### src/rsq_pkg.sv
// Purpose: shared constants and types for the reset and exception sequencer
// Assumes: one clock, clk_sys at 125 MHz, osc_ref_clock arrives as a sampled pin
// Notes:   counts are in reference clock cycles
package rsq_pkg;
  // ==========================================================
  // timing counts
  localparam int unsigned CNT_W          = 13;
  localparam logic [12:0] STAB_CYCLES    = 13'h1000; // 4096
  localparam logic [12:0] TAIL_CYCLES    = 13'h0040; // 64
  localparam logic [12:0] PIN_LOW_CYC    = 13'h0020; // 32
  localparam logic [12:0] INTERNAL_RESET_SIGNAL_EXTRA     = 13'h0020; // 32
  localparam logic [12:0] SHORT_WAKE     = 13'h0020; // 32
  localparam logic [6:0]  PIN_MIN_CYC    = 7'h43;    // 67
  localparam logic [12:0] SVC_CLR_MASK   = 13'h000f; // keeps bits 3..0
  // ==========================================================
  // register bus
  localparam logic [3:0]  ADDR_CAUSE     = 4'h1;
  localparam logic [3:0]  ADDR_WDOG_SVC  = 4'hf;
  localparam logic [3:0]  ADDR_CTRL      = 4'h2;
  localparam logic [3:0]  ADDR_IRQ_EN    = 4'h3;
  localparam logic [3:0]  ADDR_STATUS    = 4'h4;
  localparam int unsigned WDOG_W         = 4;
  // cause register bit positions
  localparam int unsigned CB_POR = 7;
  localparam int unsigned CB_PIN = 6;
  localparam int unsigned CB_WDG = 5;
  localparam int unsigned CB_OPC = 4;
  localparam int unsigned CB_ADR = 3;
  localparam int unsigned CB_UV  = 1;
  localparam int unsigned IRQ_N  = 8;
  localparam logic [7:0]  CTRL_RST_VAL = 8'h00;

  typedef enum logic [2:0] {
    SRC_NONE, SRC_POR, SRC_UV, SRC_WDG, SRC_OPC, SRC_ADR
  } rsq_src_t;

  typedef struct packed {
    logic       instr_done;
    logic       opcode_fetch;
    logic       unmapped;
    logic       undefined_op;
    logic       halt_exec;
    logic       trap_exec;
    logic       mask_bit;
  } rsq_cpu_t;

  typedef struct packed {
    logic       take;
    logic       is_trap;
    logic [2:0] vector_sel;
    logic       set_mask;
    logic       push_pc_minus1;
  } rsq_exc_t;
endpackage

### src/rsq_irq_arb.sv
// Purpose: interrupt latch and fixed priority arbiter
// Assumes: bit 0 is the highest priority source
// Notes:   a latched winner holds until serviced or mask clears
`timescale 1ns/1ns
module rsq_irq_arb #(
  parameter int unsigned N = 8
) (
  input  wire logic         clk_sys,
  input  wire logic         sys_rst,
  input  wire logic [N-1:0] pend,
  input  wire logic         boundary,
  input  wire logic         blocked,
  input  wire logic         served,
  input  wire logic         mask_clear,
  output logic              latched,
  output logic [2:0]        winner
);
  function automatic logic [2:0] pick(input logic [N-1:0] p);
    pick = '0;
    for (int i = N - 1; i >= 0; i--) begin
      if (p[i]) begin
        pick = 3'(i);
      end
    end
  endfunction

  wire logic grab = boundary && !blocked && (|pend) && !latched;

  always_ff @(posedge clk_sys or posedge sys_rst) begin
    if (sys_rst) begin
      latched <= 1'b0;
      winner  <= '0;
    end else if (grab) begin
      latched <= 1'b1;
      winner  <= pick(pend);
    end else if (served || mask_clear) begin
      latched <= 1'b0;
    end
  end
endmodule

### src/rsq_sys_counter.sv
// Purpose: 13-bit system counter, prescaler for the watchdog
// Assumes: ref_fall is a one-cycle pulse on each falling reference edge
// Notes:   overflow pulses once per wrap
`timescale 1ns/1ns
module rsq_sys_counter #(
  parameter int unsigned W = 13
) (
  input  wire logic         clk_sys,
  input  wire logic         sys_rst,
  input  wire logic         ref_fall,
  input  wire logic         clr_all,
  input  wire logic         clr_svc,
  output logic [W-1:0]      count,
  output logic              ovf
);
  wire logic [W-1:0] cnt_inc = count + {{(W-1){1'b0}}, 1'b1};
  wire logic         wrap    = ref_fall && (&count);

  always_ff @(posedge clk_sys or posedge sys_rst) begin
    if (sys_rst) begin
      count <= '0;
      ovf   <= 1'b0;
    end else begin
      ovf <= wrap;
      if (clr_all) begin
        count <= '0;
      end else if (clr_svc) begin
        count <= count & W'(rsq_pkg::SVC_CLR_MASK);
      end else if (ref_fall) begin
        count <= cnt_inc;
      end
    end
  end
endmodule

### src/rsq_top.sv
// Purpose: reset source handling, system counter and exception sequencing
// Assumes: all pins pass two flip-flops; cpu signals share clk_sys
// Notes:   counter advances on sampled falling reference edges
//
// Functional notes
// - power-on holds reset pin low 4096 ref cycles, releases core 64 later
// - power-on sets its cause flag and clears all others
// - power-on asserts internal reset, enables bus clock, gates cpu clocks 4096 cycles
// - watchdog overflow resets the device and sets its cause flag
// - every internal reset drives the reset pin low
// - service write clears watchdog and system counter bits 12..4
// - watchdog disabled only by high-voltage pin qualified logic
// - undefined instruction sets bad-opcode flag and resets
// - halt with halt-allow at zero is a bad opcode
// - unmapped opcode fetch sets bad-fetch flag and resets; data fetch does not
// - undervoltage sets its flag, pin low 4096, release 64 later
// - system counter is 13 bits, advancing on falling reference edge
// - counter overflow clocks the watchdog as prescaler
// - halt clears counter; wake delay 32 if short wake else 4096
// - pin reset leaves counter alone; counter free-runs after reset
// - interrupt entry stacks registers and sets the mask bit
// - interrupts latched and arbitrated; latched one holds until served or mask clears
// - hardware interrupts only at boundary with mask clear and enable set
// - highest priority first; pending ones served before main line resumes
// - entry does not stack index high; software saves it
// - trap ignores mask and stacks current pc
// - all resets share highest priority, above interrupts
// - internal reset: pin low 32 cycles then internal reset 32 more
// - pin cause flag set after 67 low cycles unless power-on or undervoltage
// - reading the cause register clears it
//
// Decided for this implementation: the register offsets and the strobed register port.
`timescale 1ns/1ns
module rsq_top #(
  parameter int unsigned IRQ_N = rsq_pkg::IRQ_N,
  parameter logic [12:0] STAB  = rsq_pkg::STAB_CYCLES
) (
  input  wire logic              clk_sys,
  input  wire logic              sys_rst,
  input  wire logic              osc_ref_clock,
  input  wire logic              power_on_pulse,
  input  wire logic              undervoltage_detector,
  input  wire logic              rst_pin_in,
  output logic                   rst_pin_out,
  output logic                   rst_pin_oe,
  input  wire logic              hv_rst_pin,
  input  wire logic              hv_irq_pin,
  input  wire logic              monitor_mode,
  input  wire logic              break_state,
  input  wire logic              halt_allow,
  input  wire logic              short_wake_select,
  input  wire rsq_pkg::rsq_cpu_t cpu,
  input  wire logic [IRQ_N-1:0]  irq_req,
  input  wire logic              served,
  output rsq_pkg::rsq_exc_t      exc,
  output logic                   internal_reset_signal,
  output logic                   bus_clock_source,
  output logic                   cpu_clk_en,
  output logic                   halted,
  input  wire logic [3:0]        addr,
  input  wire logic [7:0]        wdata,
  input  wire logic              wr_stb,
  input  wire logic              rd_stb,
  output logic [7:0]             rdata
);
  // ==========================================================
  // pin synchronisers
  logic [1:0] ref_s, pin_s, uv_s, por_s, hv_s, hvr_s;
  logic       ref_d;
  always_ff @(posedge clk_sys or posedge sys_rst) begin
    if (sys_rst) begin
      ref_s <= '0;
      pin_s <= 2'h3;
      uv_s  <= '0;
      por_s <= '0;
      hv_s  <= '0;
      hvr_s <= '0;
      ref_d <= 1'b0;
    end else begin
      ref_s <= {ref_s[0], osc_ref_clock};
      pin_s <= {pin_s[0], rst_pin_in};
      uv_s  <= {uv_s[0], undervoltage_detector};
      por_s <= {por_s[0], power_on_pulse};
      hv_s  <= {hv_s[0], (hv_rst_pin || hv_irq_pin)};
      hvr_s <= {hvr_s[0], hv_rst_pin};
      ref_d <= ref_s[1];
    end
  end
  wire logic ref_fall = ref_d && !ref_s[1];
  wire logic pin_low  = !pin_s[1];
  wire logic hv_any   = hv_s[1];

  // ==========================================================
  // register file
  logic [7:0]       cause_r, cause_nxt;
  logic [IRQ_N-1:0] irq_en_r;
  logic [rsq_pkg::WDOG_W-1:0] wdog_r;
  logic             wdog_ovf;

  wire logic svc_wr   = wr_stb && (addr == rsq_pkg::ADDR_WDOG_SVC);
  wire logic en_wr    = wr_stb && (addr == rsq_pkg::ADDR_IRQ_EN);
  wire logic cause_rd = rd_stb && (addr == rsq_pkg::ADDR_CAUSE);

  // ==========================================================
  // reset source detection
  // in break the reset pin alone may also disable the watchdog; in monitor mode either pin does
  wire logic wdog_off   = (hv_any && monitor_mode) || (break_state && hvr_s[1]);
  wire logic halt_bad   = cpu.halt_exec && !halt_allow;
  wire logic opc_bad    = cpu.undefined_op || halt_bad;
  wire logic adr_bad    = cpu.unmapped && cpu.opcode_fetch;
  wire logic por_ev     = por_s[1];
  wire logic uv_ev      = uv_s[1];
  wire logic wdg_ev     = wdog_ovf && !wdog_off;

  typedef enum logic [2:0] {S_RUN, S_STAB, S_PINLOW, S_INTERNAL_RESET_SIGNAL, S_HALT, S_WAKE} rsq_state_t;
  rsq_state_t   st_r, st_nxt;
  logic [12:0]  tcnt_r, tcnt_nxt;
  logic [6:0]   pcnt_r;
  logic         long_src_r;
  logic         pin_set_r;

  // all reset sources are unarbitrated and preempt any exception
  wire logic long_ev  = por_ev || uv_ev;
  wire logic short_ev = wdg_ev || opc_bad || adr_bad;
  wire logic any_ev   = long_ev || short_ev;

  // ==========================================================
  // system counter and watchdog
  logic [12:0] scnt;
  logic        sovf;
  wire logic   halt_ok = cpu.halt_exec && halt_allow && (st_r == S_RUN);
  // pin reset does not touch the counter, internal resets clear it
  wire logic   cnt_clr = any_ev || halt_ok || (st_r == S_HALT);

  rsq_sys_counter #(.W(rsq_pkg::CNT_W)) u_cnt (
    .clk_sys  (clk_sys),
    .sys_rst  (sys_rst),
    .ref_fall (ref_fall),
    .clr_all  (cnt_clr),
    .clr_svc  (svc_wr),
    .count    (scnt),
    .ovf      (sovf)
  );

  always_ff @(posedge clk_sys or posedge sys_rst) begin
    if (sys_rst) begin
      wdog_r   <= '0;
      wdog_ovf <= 1'b0;
    end else begin
      wdog_ovf <= sovf && (&wdog_r);
      if (svc_wr || internal_reset_signal) begin
        wdog_r <= '0;
      end else if (sovf) begin
        wdog_r <= wdog_r + 4'h1;
      end
    end
  end

  // ==========================================================
  // reset sequencer
  wire logic [12:0] tcnt_inc = tcnt_r + 13'h0001;
  wire logic        wake_ev  = (|(irq_req & irq_en_r)) || cpu.trap_exec;
  wire logic [12:0] wake_len = short_wake_select ? rsq_pkg::SHORT_WAKE : STAB;

  always_comb begin
    st_nxt   = st_r;
    tcnt_nxt = tcnt_r;
    if (any_ev) begin
      st_nxt   = long_ev ? S_STAB : S_PINLOW;
      tcnt_nxt = '0;
    end else begin
      case (st_r)
        S_RUN: begin
          if (halt_ok) begin
            st_nxt = S_HALT;
          end
        end
        S_STAB: begin
          if (ref_fall) begin
            tcnt_nxt = tcnt_inc;
          end
          if (tcnt_r == STAB) begin
            st_nxt   = S_INTERNAL_RESET_SIGNAL;
            tcnt_nxt = '0;
          end
        end
        S_PINLOW: begin
          if (ref_fall) begin
            tcnt_nxt = tcnt_inc;
          end
          if (tcnt_r == rsq_pkg::PIN_LOW_CYC) begin
            st_nxt   = S_INTERNAL_RESET_SIGNAL;
            tcnt_nxt = '0;
          end
        end
        S_INTERNAL_RESET_SIGNAL: begin
          if (ref_fall) begin
            tcnt_nxt = tcnt_inc;
          end
          // long sources wait the full 64, short ones the extra 32
          if (tcnt_r == (long_src_r ? rsq_pkg::TAIL_CYCLES : rsq_pkg::INTERNAL_RESET_SIGNAL_EXTRA)) begin
            st_nxt = S_RUN;
          end
        end
        S_HALT: begin
          if (wake_ev || pin_low) begin
            st_nxt   = S_WAKE;
            tcnt_nxt = '0;
          end
        end
        S_WAKE: begin
          if (ref_fall) begin
            tcnt_nxt = tcnt_inc;
          end
          if (tcnt_r == wake_len) begin
            st_nxt = S_RUN;
          end
        end
        default: st_nxt = S_RUN;
      endcase
    end
  end

  always_ff @(posedge clk_sys or posedge sys_rst) begin
    if (sys_rst) begin
      st_r       <= S_STAB;
      tcnt_r     <= '0;
      long_src_r <= 1'b1;
    end else begin
      st_r   <= st_nxt;
      tcnt_r <= tcnt_nxt;
      if (any_ev) begin
        long_src_r <= long_ev;
      end else if (st_nxt == S_RUN) begin
        // a finished long sequence no longer masks the pin flag
        long_src_r <= 1'b0;
      end
    end
  end

  // ==========================================================
  // pin reset qualification
  always_ff @(posedge clk_sys or posedge sys_rst) begin
    if (sys_rst) begin
      pcnt_r    <= '0;
      pin_set_r <= 1'b0;
    end else begin
      pin_set_r <= 1'b0;
      if (!pin_low || rst_pin_oe) begin
        pcnt_r <= '0;
      end else if (ref_fall && pcnt_r != rsq_pkg::PIN_MIN_CYC) begin
        pcnt_r <= pcnt_r + 7'h01;
        pin_set_r <= (pcnt_r + 7'h01) == rsq_pkg::PIN_MIN_CYC;
      end
    end
  end

  // ==========================================================
  // cause register: hardware set wins over the read clear
  always_comb begin
    cause_nxt = cause_rd ? 8'h00 : cause_r;
    if (por_ev) begin
      cause_nxt = 8'h00;
      cause_nxt[rsq_pkg::CB_POR] = 1'b1;
    end else begin
      if (uv_ev)  cause_nxt[rsq_pkg::CB_UV]  = 1'b1;
      if (wdg_ev) cause_nxt[rsq_pkg::CB_WDG] = 1'b1;
      if (opc_bad) cause_nxt[rsq_pkg::CB_OPC] = 1'b1;
      if (adr_bad) cause_nxt[rsq_pkg::CB_ADR] = 1'b1;
      if (pin_set_r && !long_src_r) cause_nxt[rsq_pkg::CB_PIN] = 1'b1;
    end
  end

  always_ff @(posedge clk_sys or posedge sys_rst) begin
    if (sys_rst) begin
      cause_r  <= 8'h80;
      irq_en_r <= '0;
    end else begin
      cause_r <= cause_nxt;
      if (en_wr) begin
        irq_en_r <= wdata[IRQ_N-1:0];
      end
    end
  end

  // ==========================================================
  // exception sequencing
  wire logic        in_run   = (st_r == S_RUN) && !any_ev;
  wire logic        boundary = in_run && cpu.instr_done;
  wire logic [IRQ_N-1:0] pend = irq_req & irq_en_r;
  logic             lat;
  logic [2:0]       win;
  logic             mask_d;
  logic             hw_done_r;
  wire logic        trap_take = boundary && cpu.trap_exec;
  // one entry per latched interrupt, the core masks itself after it
  wire logic        hw_take   = in_run && lat && !cpu.mask_bit && !hw_done_r && !trap_take;

  rsq_irq_arb #(.N(IRQ_N)) u_arb (
    .clk_sys    (clk_sys),
    .sys_rst    (sys_rst),
    .pend       (pend),
    .boundary   (boundary),
    .blocked    (cpu.mask_bit),
    .served     (served),
    .mask_clear (mask_d && !cpu.mask_bit),
    .latched    (lat),
    .winner     (win)
  );

  always_ff @(posedge clk_sys or posedge sys_rst) begin
    if (sys_rst) begin
      mask_d    <= 1'b1;
      hw_done_r <= 1'b0;
      exc       <= '0;
    end else begin
      mask_d    <= cpu.mask_bit;
      hw_done_r <= lat && (hw_done_r || hw_take);
      exc       <= '0;
      if (trap_take) begin
        exc.take    <= 1'b1;
        exc.is_trap <= 1'b1;
        exc.set_mask <= 1'b1;
      end else if (hw_take) begin
        // index high is not part of the stacked frame
        exc.take           <= 1'b1;
        exc.vector_sel     <= win;
        exc.set_mask       <= 1'b1;
        exc.push_pc_minus1 <= 1'b1;
      end
    end
  end

  // ==========================================================
  // outputs
  wire logic [7:0] rd_data =
    (addr == rsq_pkg::ADDR_CAUSE)  ? cause_r :
    (addr == rsq_pkg::ADDR_IRQ_EN) ? 8'(irq_en_r) :
    (addr == rsq_pkg::ADDR_STATUS) ? {lat, win, halted, 3'(st_r)} : 8'h00;
  always_ff @(posedge clk_sys or posedge sys_rst) begin
    if (sys_rst) begin
      rst_pin_oe            <= 1'b1;
      internal_reset_signal <= 1'b1;
      cpu_clk_en            <= 1'b0;
      halted                <= 1'b0;
      rdata                 <= '0;
    end else begin
      rst_pin_oe            <= (st_nxt == S_STAB) || (st_nxt == S_PINLOW);
      internal_reset_signal <= (st_nxt == S_STAB) || (st_nxt == S_PINLOW) || (st_nxt == S_INTERNAL_RESET_SIGNAL);
      cpu_clk_en            <= (st_nxt == S_RUN) || (st_nxt == S_INTERNAL_RESET_SIGNAL);
      halted                <= (st_nxt == S_HALT) || (st_nxt == S_WAKE);
      rdata                 <= rd_data;
    end
  end
  assign rst_pin_out      = 1'b0;
  assign bus_clock_source = 1'b1;
endmodule

### config.mk
export PLATFORM = sky130hd
export DESIGN_NAME = rsq_top
export DESIGN_NICKNAME = d
export VERILOG_FILES = /design/src/rsq_pkg.sv /design/src/rsq_irq_arb.sv /design/src/rsq_sys_counter.sv /design/src/rsq_top.sv
export SDC_FILE = /design/constraint.sdc
export NUM_CORES = 1
export LEC_CHECK = 0
export ABC_AREA = 0
export BUFFER_PORTS_ARGS = -buffer_cell sky130_fd_sc_hd__buf_4
export CORE_MARGIN = 3
export CORE_UTILIZATION = 35
export DETAILED_ROUTE_END_ITERATION = 8
export GPL_TIMING_DRIVEN = 0
export SLEW_MARGIN = 0
export SYNTH_ARGS = -nofsm -noshare
export SYNTH_HDL_FRONTEND = slang
export SYNTH_SLANG_ARGS = --single-unit
### constraint.sdc
create_clock -name clk_sys -period 2.9 [get_ports clk_sys]
set_input_delay 0.29 -clock clk_sys [delete_from_list [all_inputs] [get_ports clk_sys]]
set_output_delay 0.29 -clock clk_sys [all_outputs]
set_load 0.005 [all_outputs]
# [Word level (Yosys, flattened, before mapping)]
# Cells that the tools add are included.
# Widths: inputs -> output; s select.
[word_totals] ff_bits=98 wordCells=201
[op_classes] n_addsub=4 n_eq_ne=22 muxes=59 n_bitwise=1 reduce_logical=77
[op_table] operator="$mux 13" n=9
[op_table] operator="$pmux 13 s4" n=1
[op_table] operator="$mux 3" n=16
[op_table] operator="$mux 8" n=4
[op_table] operator="$logic_and 1x1->1" n=27
[op_table] operator="$add 13x1->13 const B" n=2
[op_table] operator="$mux 7" n=3
[op_table] operator="$mux 1" n=20
[op_table] operator="$logic_or 1x1->1" n=19
[op_table] operator="$pmux 3 s6" n=1
[op_table] operator="$reduce_bool 3->1" n=6
[op_table] operator="$eq 13x13->1" n=1
[op_table] operator="$eq 13x13->1 const B" n=1
[op_table] operator="$eq 13x6->1 const B" n=1
[op_table] operator="$eq 13x7->1" n=1
[op_table] operator="$reduce_and 13->1" n=1
[op_table] operator="$eq 3x2->1 const B" n=4
[op_table] operator="$eq 3x3->1 const B" n=4
[op_table] operator="$mux 4" n=3
[op_table] operator="$reduce_bool 2->1" n=6
[op_table] operator="$logic_not 1->1" n=10
[op_table] operator="$and 8x8->8" n=1
[op_table] operator="$reduce_or 8->1" n=1
[op_table] operator="$add 7x1->7 const B" n=1
[op_table] operator="other kinds (17)" n=20

# [Longest topological paths before layout]
# Gate-level depths: netlist of run 1.
[depth] depth_word=15 mapped_depth=10 depth_no_buf=8

# [Cells and area by module]
# A second synthesis of run 1 with hierarchy kept.
[unflattened] hier_cells=452 hier_area_um2=4670.7
[by_module_without_submodules] mod="rsq_top" instances=1 cells_each=353 area_per_inst_um2=3729.8 seq_area_each_um2=1936.9
[by_module_without_submodules] mod="rsq_sys_counter" instances=1 cells_each=73 area_per_inst_um2=696.9 seq_area_each_um2=350.3
[by_module_without_submodules] mod="rsq_irq_arb" instances=1 cells_each=26 area_per_inst_um2=244.0 seq_area_each_um2=100.1

# [Worst setup path before layout of run 1]
# No wires, ideal clock.
[synth_timing] kind="register -> register" startpoint="reg tcnt_r[0]" endpoint="reg tcnt_r[0]" setup_time_ns=0.121 arrival_ns=2.090 t_required_ns=2.779 setup_slack_ns=0.689 stages_incl_launch_ff=11 n_path_buf=2 period_less_slack_ns=2.211 cell_sequence="dfrtp_1 -> inv_1 -> ha_1 -> or4b_1 -> nor4_4 -> a21o_1 -> a221o_2 -> buf_6 -> nor2_2 -> buf_6 -> a22o_1"
[synth_via] elab_chain_cells=5
[synth_rtl] item="start, declared" line="rsq_top.sv:117" source="logic [12:0] tcnt_r, tcnt_nxt;"
[synth_rtl] item="start signal, assigned" line="rsq_top.sv:231" source="tcnt_r <= tcnt_nxt;"
[synth_rtl] item="$add 13x1->13" line="rsq_top.sv:161" source="wire logic [12:0] tcnt_inc = tcnt_r + 13'h0001;"
[synth_rtl] item="$mux 13"
[synth_rtl] item="$mux 13 (on tied branches)" line="rsq_top.sv:191, rsq_top.sv:182"
[synth_rtl] item="$pmux 13 s4 *" line="rsq_top.sv:172" source="case (st_r)"
[synth_rtl] item="$mux 13 *" line="rsq_top.sv:168" source="if (any_ev) begin"
# Mark *: on every way between the ends. The rest lies on a longest branch, timed or not.
# A chain may end at the register's enable or synchronous reset.

# [Worst setup path in the final report of run 1]
[layout_timing] startpoint="reg hv_s[1]" endpoint="reg u_arb.winner[0]"
[layout_via] elab_chain_cells=13
[layout_rtl] item="start, declared" line="rsq_top.sv:68" source="logic [1:0] ref_s, pin_s, uv_s, por_s, hv_s, hvr_s;"
[layout_rtl] item="start signal, assigned" line="rsq_top.sv:84" source="hv_s <= {hv_s[0], (hv_rst_pin || hv_irq_pin)};"
[layout_rtl] item="$logic_and 1x1->1" line="rsq_top.sv:107" source="wire logic wdog_off = (hv_any && monitor_mode) || (break_state && hvr_s[1]);"
[layout_rtl] item="$logic_or 1x1->1" line="rsq_top.sv:107"
[layout_rtl] item="$logic_not 1->1" line="rsq_top.sv:113" source="wire logic wdg_ev = wdog_ovf && !wdog_off;"
[layout_rtl] item="$logic_and 1x1->1" line="rsq_top.sv:113"
[layout_rtl] item="$logic_or 1x1->1 (2 in a row)" line="rsq_top.sv:124" source="wire logic short_ev = wdg_ev || opc_bad || adr_bad;"
[layout_rtl] item="$logic_or 1x1->1" line="rsq_top.sv:125" source="wire logic any_ev = long_ev || short_ev;"
[layout_rtl] item="$logic_not 1->1" line="rsq_top.sv:288" source="wire logic in_run = (st_r == S_RUN) && !any_ev;"
[layout_rtl] item="$logic_and 1x1->1" line="rsq_top.sv:288"
[layout_rtl] item="$logic_and 1x1->1" line="rsq_top.sv:289" source="wire logic boundary = in_run && cpu.instr_done;"
[layout_rtl] item="$logic_and 1x1->1 (3 in a row)" line="rsq_irq_arb.sv:27" source="wire logic grab = boundary && !blocked && (|pend) && !latched;"
[layout_rtl] item="end signal, assigned" line="rsq_irq_arb.sv:35" source="winner <= pick(pend);"
[layout_rtl] item="end, declared" line="rsq_irq_arb.sv:16" source="output logic [2:0] winner"
# No other way between the ends.

==> metrics.csv, run 1 <==
stage;metric;value;unit
outcome;status;complete, no violations;
timing;clock skew;0.00537;ns
detailed_routing;met3 wire length;325;um
power_and_ir_drop;Flop pwr share;49.6;%
timing;# setup viols final;0;
cts;CTS root buf;clkbuf_16;
power_and_ir_drop;clock share of power;41.1;%
critical_path;CP endpoint kind;flop;
detailed_routing;DR DRC count;0;
logic_synthesis;top_reg_cell synth;dfrtp_1;
timing;Pins Over Slew Limit;0;
logic_synthesis;share of the synthesized area in the top cell type;48.3;%
power_and_ir_drop;Max VDD drop;310;uV
logic_synthesis;Post-Syn Instances;425;
cells_and_area;Layout area overhead;22.1;%
cts;hold buffer count at CTS;0;
cells_and_area;share of cells above drive strength 1;22.5;%
cells_and_area;nets@finish;546;
critical_path;Worst Path Max Fanout;7;
place;GP Congestion;0.884;
logic_synthesis;library cells used by synthesis;61;
grt;total congestion overflow;0;
cts;CTS Buf Count;9;
logic_synthesis;most instantiated cells after synthesis;87 x dfrtp_1, 54 x nor2_1, 30 x nand2_1, 19 x o21ai_0, 16 x xor2_1;
detailed_routing;highest metal used;met4;
logic_synthesis;area leader, netlist;dfrtp_1;
detailed_routing;vias post-DR;3407;
detailed_routing;Final ANT Viol Nets;0;
logic_synthesis;ranking of synthesized cells by area;dfrtp_1 48%, dfstp_2 4.7%, nor2_1 4.5%;
logic_synthesis;#FFs+latches synth;95;
logic_synthesis;EDFF count, synth;0;
critical_path;Worst setup SP type;flop;
flow_run;Max-Cap Viols;0;
grt;vias in the first global route;3474;
grt;initial antenna violation count;0;
die;Die Ht;120;um
die;Rows;40;
power_and_ir_drop;P per Cell Area;523;nW/um^2
critical_path;CP peak stage delay;0.66;ns
cells_and_area;Non-Filler Instances;670;
power_and_ir_drop;Internal Power;2.18;mW
timing;Final Hold Fails;0;
cells_and_area;# diodes;0;
timing;final critical-path required period;2.48;ns
timing;final period utilization;85.4;%
power_and_ir_drop;LEAKAGE;2.50;nW
logic_synthesis;sequential area share after synthesis;52.9;%
timing;slew margin rel.;50.6;%
power_and_ir_drop;total power;2.88;mW
detailed_routing;Initial DRT Pass Iterations;5;
cts;CTS clock-pin slew for the worst setup and hold paths;0.07;ns
cts;Setup Buffers After CTS;0;
cts;CTS tree;built;
critical_path;Data required, critical path;3.12;ns
logic_synthesis;cell area after synthesis;4510;um^2
critical_path;crit path DAT;2.70;ns
die;Initial Util;36.6;%
detailed_routing;M1 WL;4930;um
cts;CTS Buffer Depth;2;
timing;RSZ-0062 raised after global routing;false;
die;core area;12300;um^2
worst_hold_path;Hold Path Class;input pin to asynchronous set/reset pin;
grt;first-pass GRT wire length;17100;um
logic_synthesis;Synth warnings;0;
detailed_routing;metal2 WL;4700;um
grt;Tot GR Track Use;14.8;%
die;Ports;63;
place;port bufs;60;
cts;H-tree levels;3;
detailed_routing;Wirelength per Cell;15.1;um
detailed_routing;First DRT Iteration DRCs;220;
power_and_ir_drop;Comb pwr share;9.3;%
cts;PostCTS Resize Cnt;0;
cts;CTS sink count;95;
die;Die Footprint;14300;um^2
cells_and_area;Finished Core Util;44.7;%
critical_path;critical path class;flop to flop;
logic_synthesis;syn avg cell area;10.6;um^2
logic_synthesis;Async SR Flop Fraction;100;%
detailed_routing;post-DR vias/cell;5.09;
logic_synthesis;most common cell in the synthesized netlist;dfrtp_1;
place;Inst Count DP;654;
timing;fmax;0.404;GHz
detailed_routing;drt total wl;10100;um
critical_path;CP cell instances;a22oi_1 -> a2111oi_4 -> nand3_1 -> nor3_2 -> mux2_2;
grt;largest net degree at the start of global routing;51;
cts;clock latency on the worst-skew pair;0.34;ns
place;Post-DP HPWL;7440;um
die;Die W;120;um
timing;Worst-Margin Slew;0.739;ns
power_and_ir_drop;Switching Share;24.2;%
logic_synthesis;syn nets;474;
critical_path;critical path's slowest cell;a2111oi_4;
power_and_ir_drop;NetSw;0.698;mW
[final cells by class]
class	instances	area, um^2
Buffer	12	71.3
Timing Repair Buffer	61	478
Clock inverter	6	68.8
Inverter	14	55.1
Multi-Input combinational cell	304	2010
Tap cell	168	210
Clock buffer	10	229
Fill cell	1201	6810
Sequential cell	95	2390
[cell usage in the layout, fill, tap and decap left out, types with 8 or more instances in the layout]
cell        n
nor2_1     54
nand2_1    30
dfstp_2     8
a22o_1     11
dfrtp_1    87
a21oi_1    11
buf_4      63
nand4_1    11
mux2_2      9
xnor2_1     9
xor2_1     16
nand3_1    13
clkbuf_16   9
and2_1      8
o21ai_0    19
mux2i_1     8
inv_1      13
[routing by layer]
| metal | up-vias | track usage [%] |
|---|---|---|
| met5 | - | 0 |
| met3 | 11 | 3.30 |
| met1 | 1692 | 20.6 |
| li1 | 1644 | - |
| met4 | 0 | 5.15 |
| met2 | 60 | 22.9 |
[through the flow]
stage               area [um^2]  setup TNS, ns  hold slack, ns  worst slack [ns]
finish                     5510              0          0.0146             0.423
global route               5510              0          0.0342             0.284
detailed placement         5200              0           0.337             0.435
CTS                        5500              0          0.0378             0.447
global placement           5170         -85.19           0.332            -0.983
floorplan                  4510              0           0.294             0.146
[final timing paths]
check	startpoint	end	slack, ns	cells after the start
min in group clk_sys	rst_pin_in	pin_s[0]	0.05	1
min reg2reg	hv_s[0]	hv_s[1]	0.35	0
min	sys_rst	hv_s[0]	0.01	2
max	hv_s[1]	u_arb.winner[0]	0.42	5
max in group asynchronous	sys_rst	mask_d	2.18	3
max reg2reg	hv_s[1]	u_arb.winner[0]	0.42	5
[logic make-up (layout without fill, tap and decap cells)]
| group | Yosys count | after routing | share of synthesized area, % |
|---|---|---|---|
| multiplexers | 17 | 17 | 4.02 |
| buffers and inverters | 26 | 103 | 2.75 |
| other | 2 | 2 | 0.166 |
| XOR/XNOR | 25 | 25 | 4.85 |
| AND/OR/NAND/NOR | 171 | 171 | 20.1 |
| adder cells (fa/ha/maj) | 7 | 7 | 1.94 |
| flip-flops | 95 | 95 | 52.9 |
| AO/OA/AOI/OAI | 82 | 82 | 13.3 |
[sequential cells by signal, indices dropped and copies added (netlist names), 4 cells and up]
name	count
rdata	8
cause_r	6
wdog_r	4
irq_en_r	8
pcnt_r	7
tcnt_r	13
exc	6
u_cnt.count	13
[power by group through the flow]
stage	combinational, mW	sequential [mW]	clock, mW
after detailed placement	0.269	1.45	0
after CTS	0.270	1.43	1.21
after floorplan	0.157	1.44	0
final	0.268	1.43	1.18
after global placement	0.259	1.45	0
after global routing	0.297	1.44	1.27
[worst max-delay path, delay by kind of cell, from the launching register on]
kind               cells  cell delay (ns)
muxes                  1             0.38
and+or+nand+nor        2             0.83
AOI/OAI and AO/OA      2             0.82
DFF                    1             0.33
(Power assumes the default switching activity.)
==> run 2: changes to the inputs <==
RECOVER_POWER = 25   (was not set)
==> run 2 against run 1 <==
The run now ends with capacitance limit, slew limit left; combinational power barely moved; sequential share of layout area about the same; worst hold slack better by 0.040 ns; total power fell by 0.17%; critical path depth rose by 5; maximum frequency rose by 0.44%; clock power barely moved; global-route usage unchanged; sequential power hardly changed; highest routed layer unchanged.
==> metrics.csv, run 2 (synthesis results as in run 1) <==
stage;metric;value;unit
cts;PostCTS Resize Cnt;0;
worst_hold_path;hold path endpoint;pin_s[0];
cells_and_area;share of cells above drive strength 1;22.3;%
outcome;status;complete, but fails checks;
cts;CTS root buf;clkbuf_16;
cells_and_area;Largest regs;tcnt_r (13), u_cnt.count (13);
timing;fmax;0.406;GHz
place;GP Congestion;0.884;
worst_hold_path;Hold Path Stages;1;
cells_and_area;# diodes;0;
detailed_routing;DR DRC count;0;
grt;initial antenna violation count;0;
detailed_routing;First DRT Iteration DRCs;284;
critical_path;worst-case register-to-register setup slack;0.43;ns
grt;first-pass GRT wire length;17100;um
die;Die Footprint;14300;um^2
detailed_routing;vias post-DR;3403;
critical_path;Data required, critical path;3.12;ns
timing;RSZ-0062 raised after global routing;false;
critical_path;crit path DAT;2.69;ns
die;Ports;63;
timing;Hold WS;0.0547;ns
place;Post-DP HPWL;7440;um
flow_run;Max-Cap Viols;1;
timing;slack of the critical path;0.434;ns
worst_hold_path;Hold Path Class;input pin to flop;
power_and_ir_drop;LEAKAGE;2.49;nW
timing;final critical-path required period;2.47;ns
power_and_ir_drop;Max VDD drop;309;uV
cells_and_area;nets@finish;546;
cts;H-tree levels;3;
critical_path;Worst R2R Start;tcnt_r[0];
cts;Setup Buffers After CTS;0;
cts;CTS Buf Count;9;
timing;Pins Over Slew Limit;46;
place;port bufs;60;
detailed_routing;Wirelength per Cell;15.0;um
timing;Final Hold Fails;0;
cts;hold buffer count at CTS;0;
die;core area;12300;um^2
cells_and_area;Non-Filler Instances;670;
detailed_routing;Initial DRT Pass Iterations;4;
critical_path;critical path class;flop to flop;
cells_and_area;most frequent cells in the layout;87 x dfrtp_1, 55 x buf_4, 54 x nor2_1;
detailed_routing;post-DR vias/cell;5.08;
grt;total congestion overflow;0;
timing;final period utilization;85.0;%
place;Setup WS pre-CTS;0.435;ns
die;Initial Util;36.6;%
timing;# setup viols final;0;
cts;CTS sink count;95;
cts;clock latency on the worst-skew pair;0.34;ns
cells_and_area;Layout area overhead;21.9;%
timing;clock skew;0.00567;ns
timing;Worst-Margin Slew;2.07;ns
grt;Tot GR Track Use;14.8;%
power_and_ir_drop;P per Cell Area;523;nW/um^2
power_and_ir_drop;total power;2.88;mW
cts;CTS Buffer Depth;2;
critical_path;Reg2Reg Depth;10;
grt;largest net degree at the start of global routing;51;
die;Rows;40;
critical_path;reg2reg end;tcnt_r[0];
detailed_routing;drt total wl;10000;um
grt;vias in the first global route;3474;
timing;slew margin rel.;-38.9;%
cts;CTS clock-pin slew for the worst setup and hold paths;0.07;ns
critical_path;CP endpoint kind;flop;
die;Die W;120;um
place;Inst Count DP;654;
outcome;failing checks;capacitance limit, slew limit;
critical_path;Worst setup SP type;flop;
cts;CTS tree;built;
critical_path;Worst Path Max Fanout;10;
cells_and_area;commonest non-fill, non-tap cell in the layout;dfrtp_1;
detailed_routing;Final ANT Viol Nets;0;
worst_hold_path;origin of the worst min-delay path;rst_pin_in;
die;Die Ht;120;um
## run 2: cell count changes in the layout (fill, tap and decap cells not counted), sizes merged
| cell | previous run | this run |
|---|---|---|
| inv | 16 | 15 |
| buf | 67 | 59 |
| clkbuf | 16 | 24 |
| clkinvlp | 1 | 2 |
## run 2: final cells by class
class,instances,area [um^2]
flip-flops and latches,95,2390
well taps,168,210
inverters,14,53.8
multi-input cells,304,2010
clock inverters,6,68.8
fillers,1204,6810
repair buffers,61,474
clock buffers,10,229
plain buffers,12,71.3
## run 2: how the worst max path moves through the flow
| stage | start | depth (start not counted) | to |
|---|---|---|---|
| 4_1_cts | tcnt_r[0] | 10 | tcnt_r[0] |
| 3_5_place_dp | cpu[4] | 6 | u_arb.winner[0] |
| 2_1_floorplan | sys_rst | 1 | cause_r[1] |
| 5_1_grt | hv_s[1] | 5 | u_arb.winner[0] |
| 3_3_place_gp | sys_rst | 2 | u_cnt.count[8] |
| 6_report | tcnt_r[0] | 10 | tcnt_r[0] |
## run 2: critical path: stages, from the launching register on
cell     delay [ns]
dfrtp_1        0.42
inv_1          0.07
ha_1           0.16
or4b_1         0.49
nor4_4         0.31
a21o_1         0.19
a221o_2        0.17
buf_6          0.14
nor2_2         0.05
buf_6          0.14
a22o_1         0.20
## run 2: where the power goes
| part | leakage, nW | internal [mW] | switching [mW] |
|---|---|---|---|
| logic | 1.11 | 0.126 | 0.140 |
| registers | 1.24 | 1.38 | 0.0464 |
| clock network | 0.143 | 0.675 | 0.507 |
| total | 2.49 | 2.18 | 0.693 |
## run 2: per-layer routing
| metal | up-vias | share of wire, % | GRT usage [%] |
|---|---|---|---|
| met5 | - | 0 | 0 |
| met4 | 0 | 0.87 | 5.15 |
| met3 | 7 | 3.6 | 3.30 |
| met2 | 67 | 47 | 22.9 |
| met1 | 1683 | 48 | 20.6 |
| li1 | 1646 | - | - |
## run 2: metrics by stage
stage | setup TNS, ns | utilization [%] | area [um^2]
floorplan | 0 | - | 4510
global placement | -85.19 | 42.0 | 5170
detailed placement | 0 | 42.2 | 5200
CTS | 0 | 44.7 | 5500
global route | 0 | 44.7 | 5500
finish | 0 | 44.7 | 5500
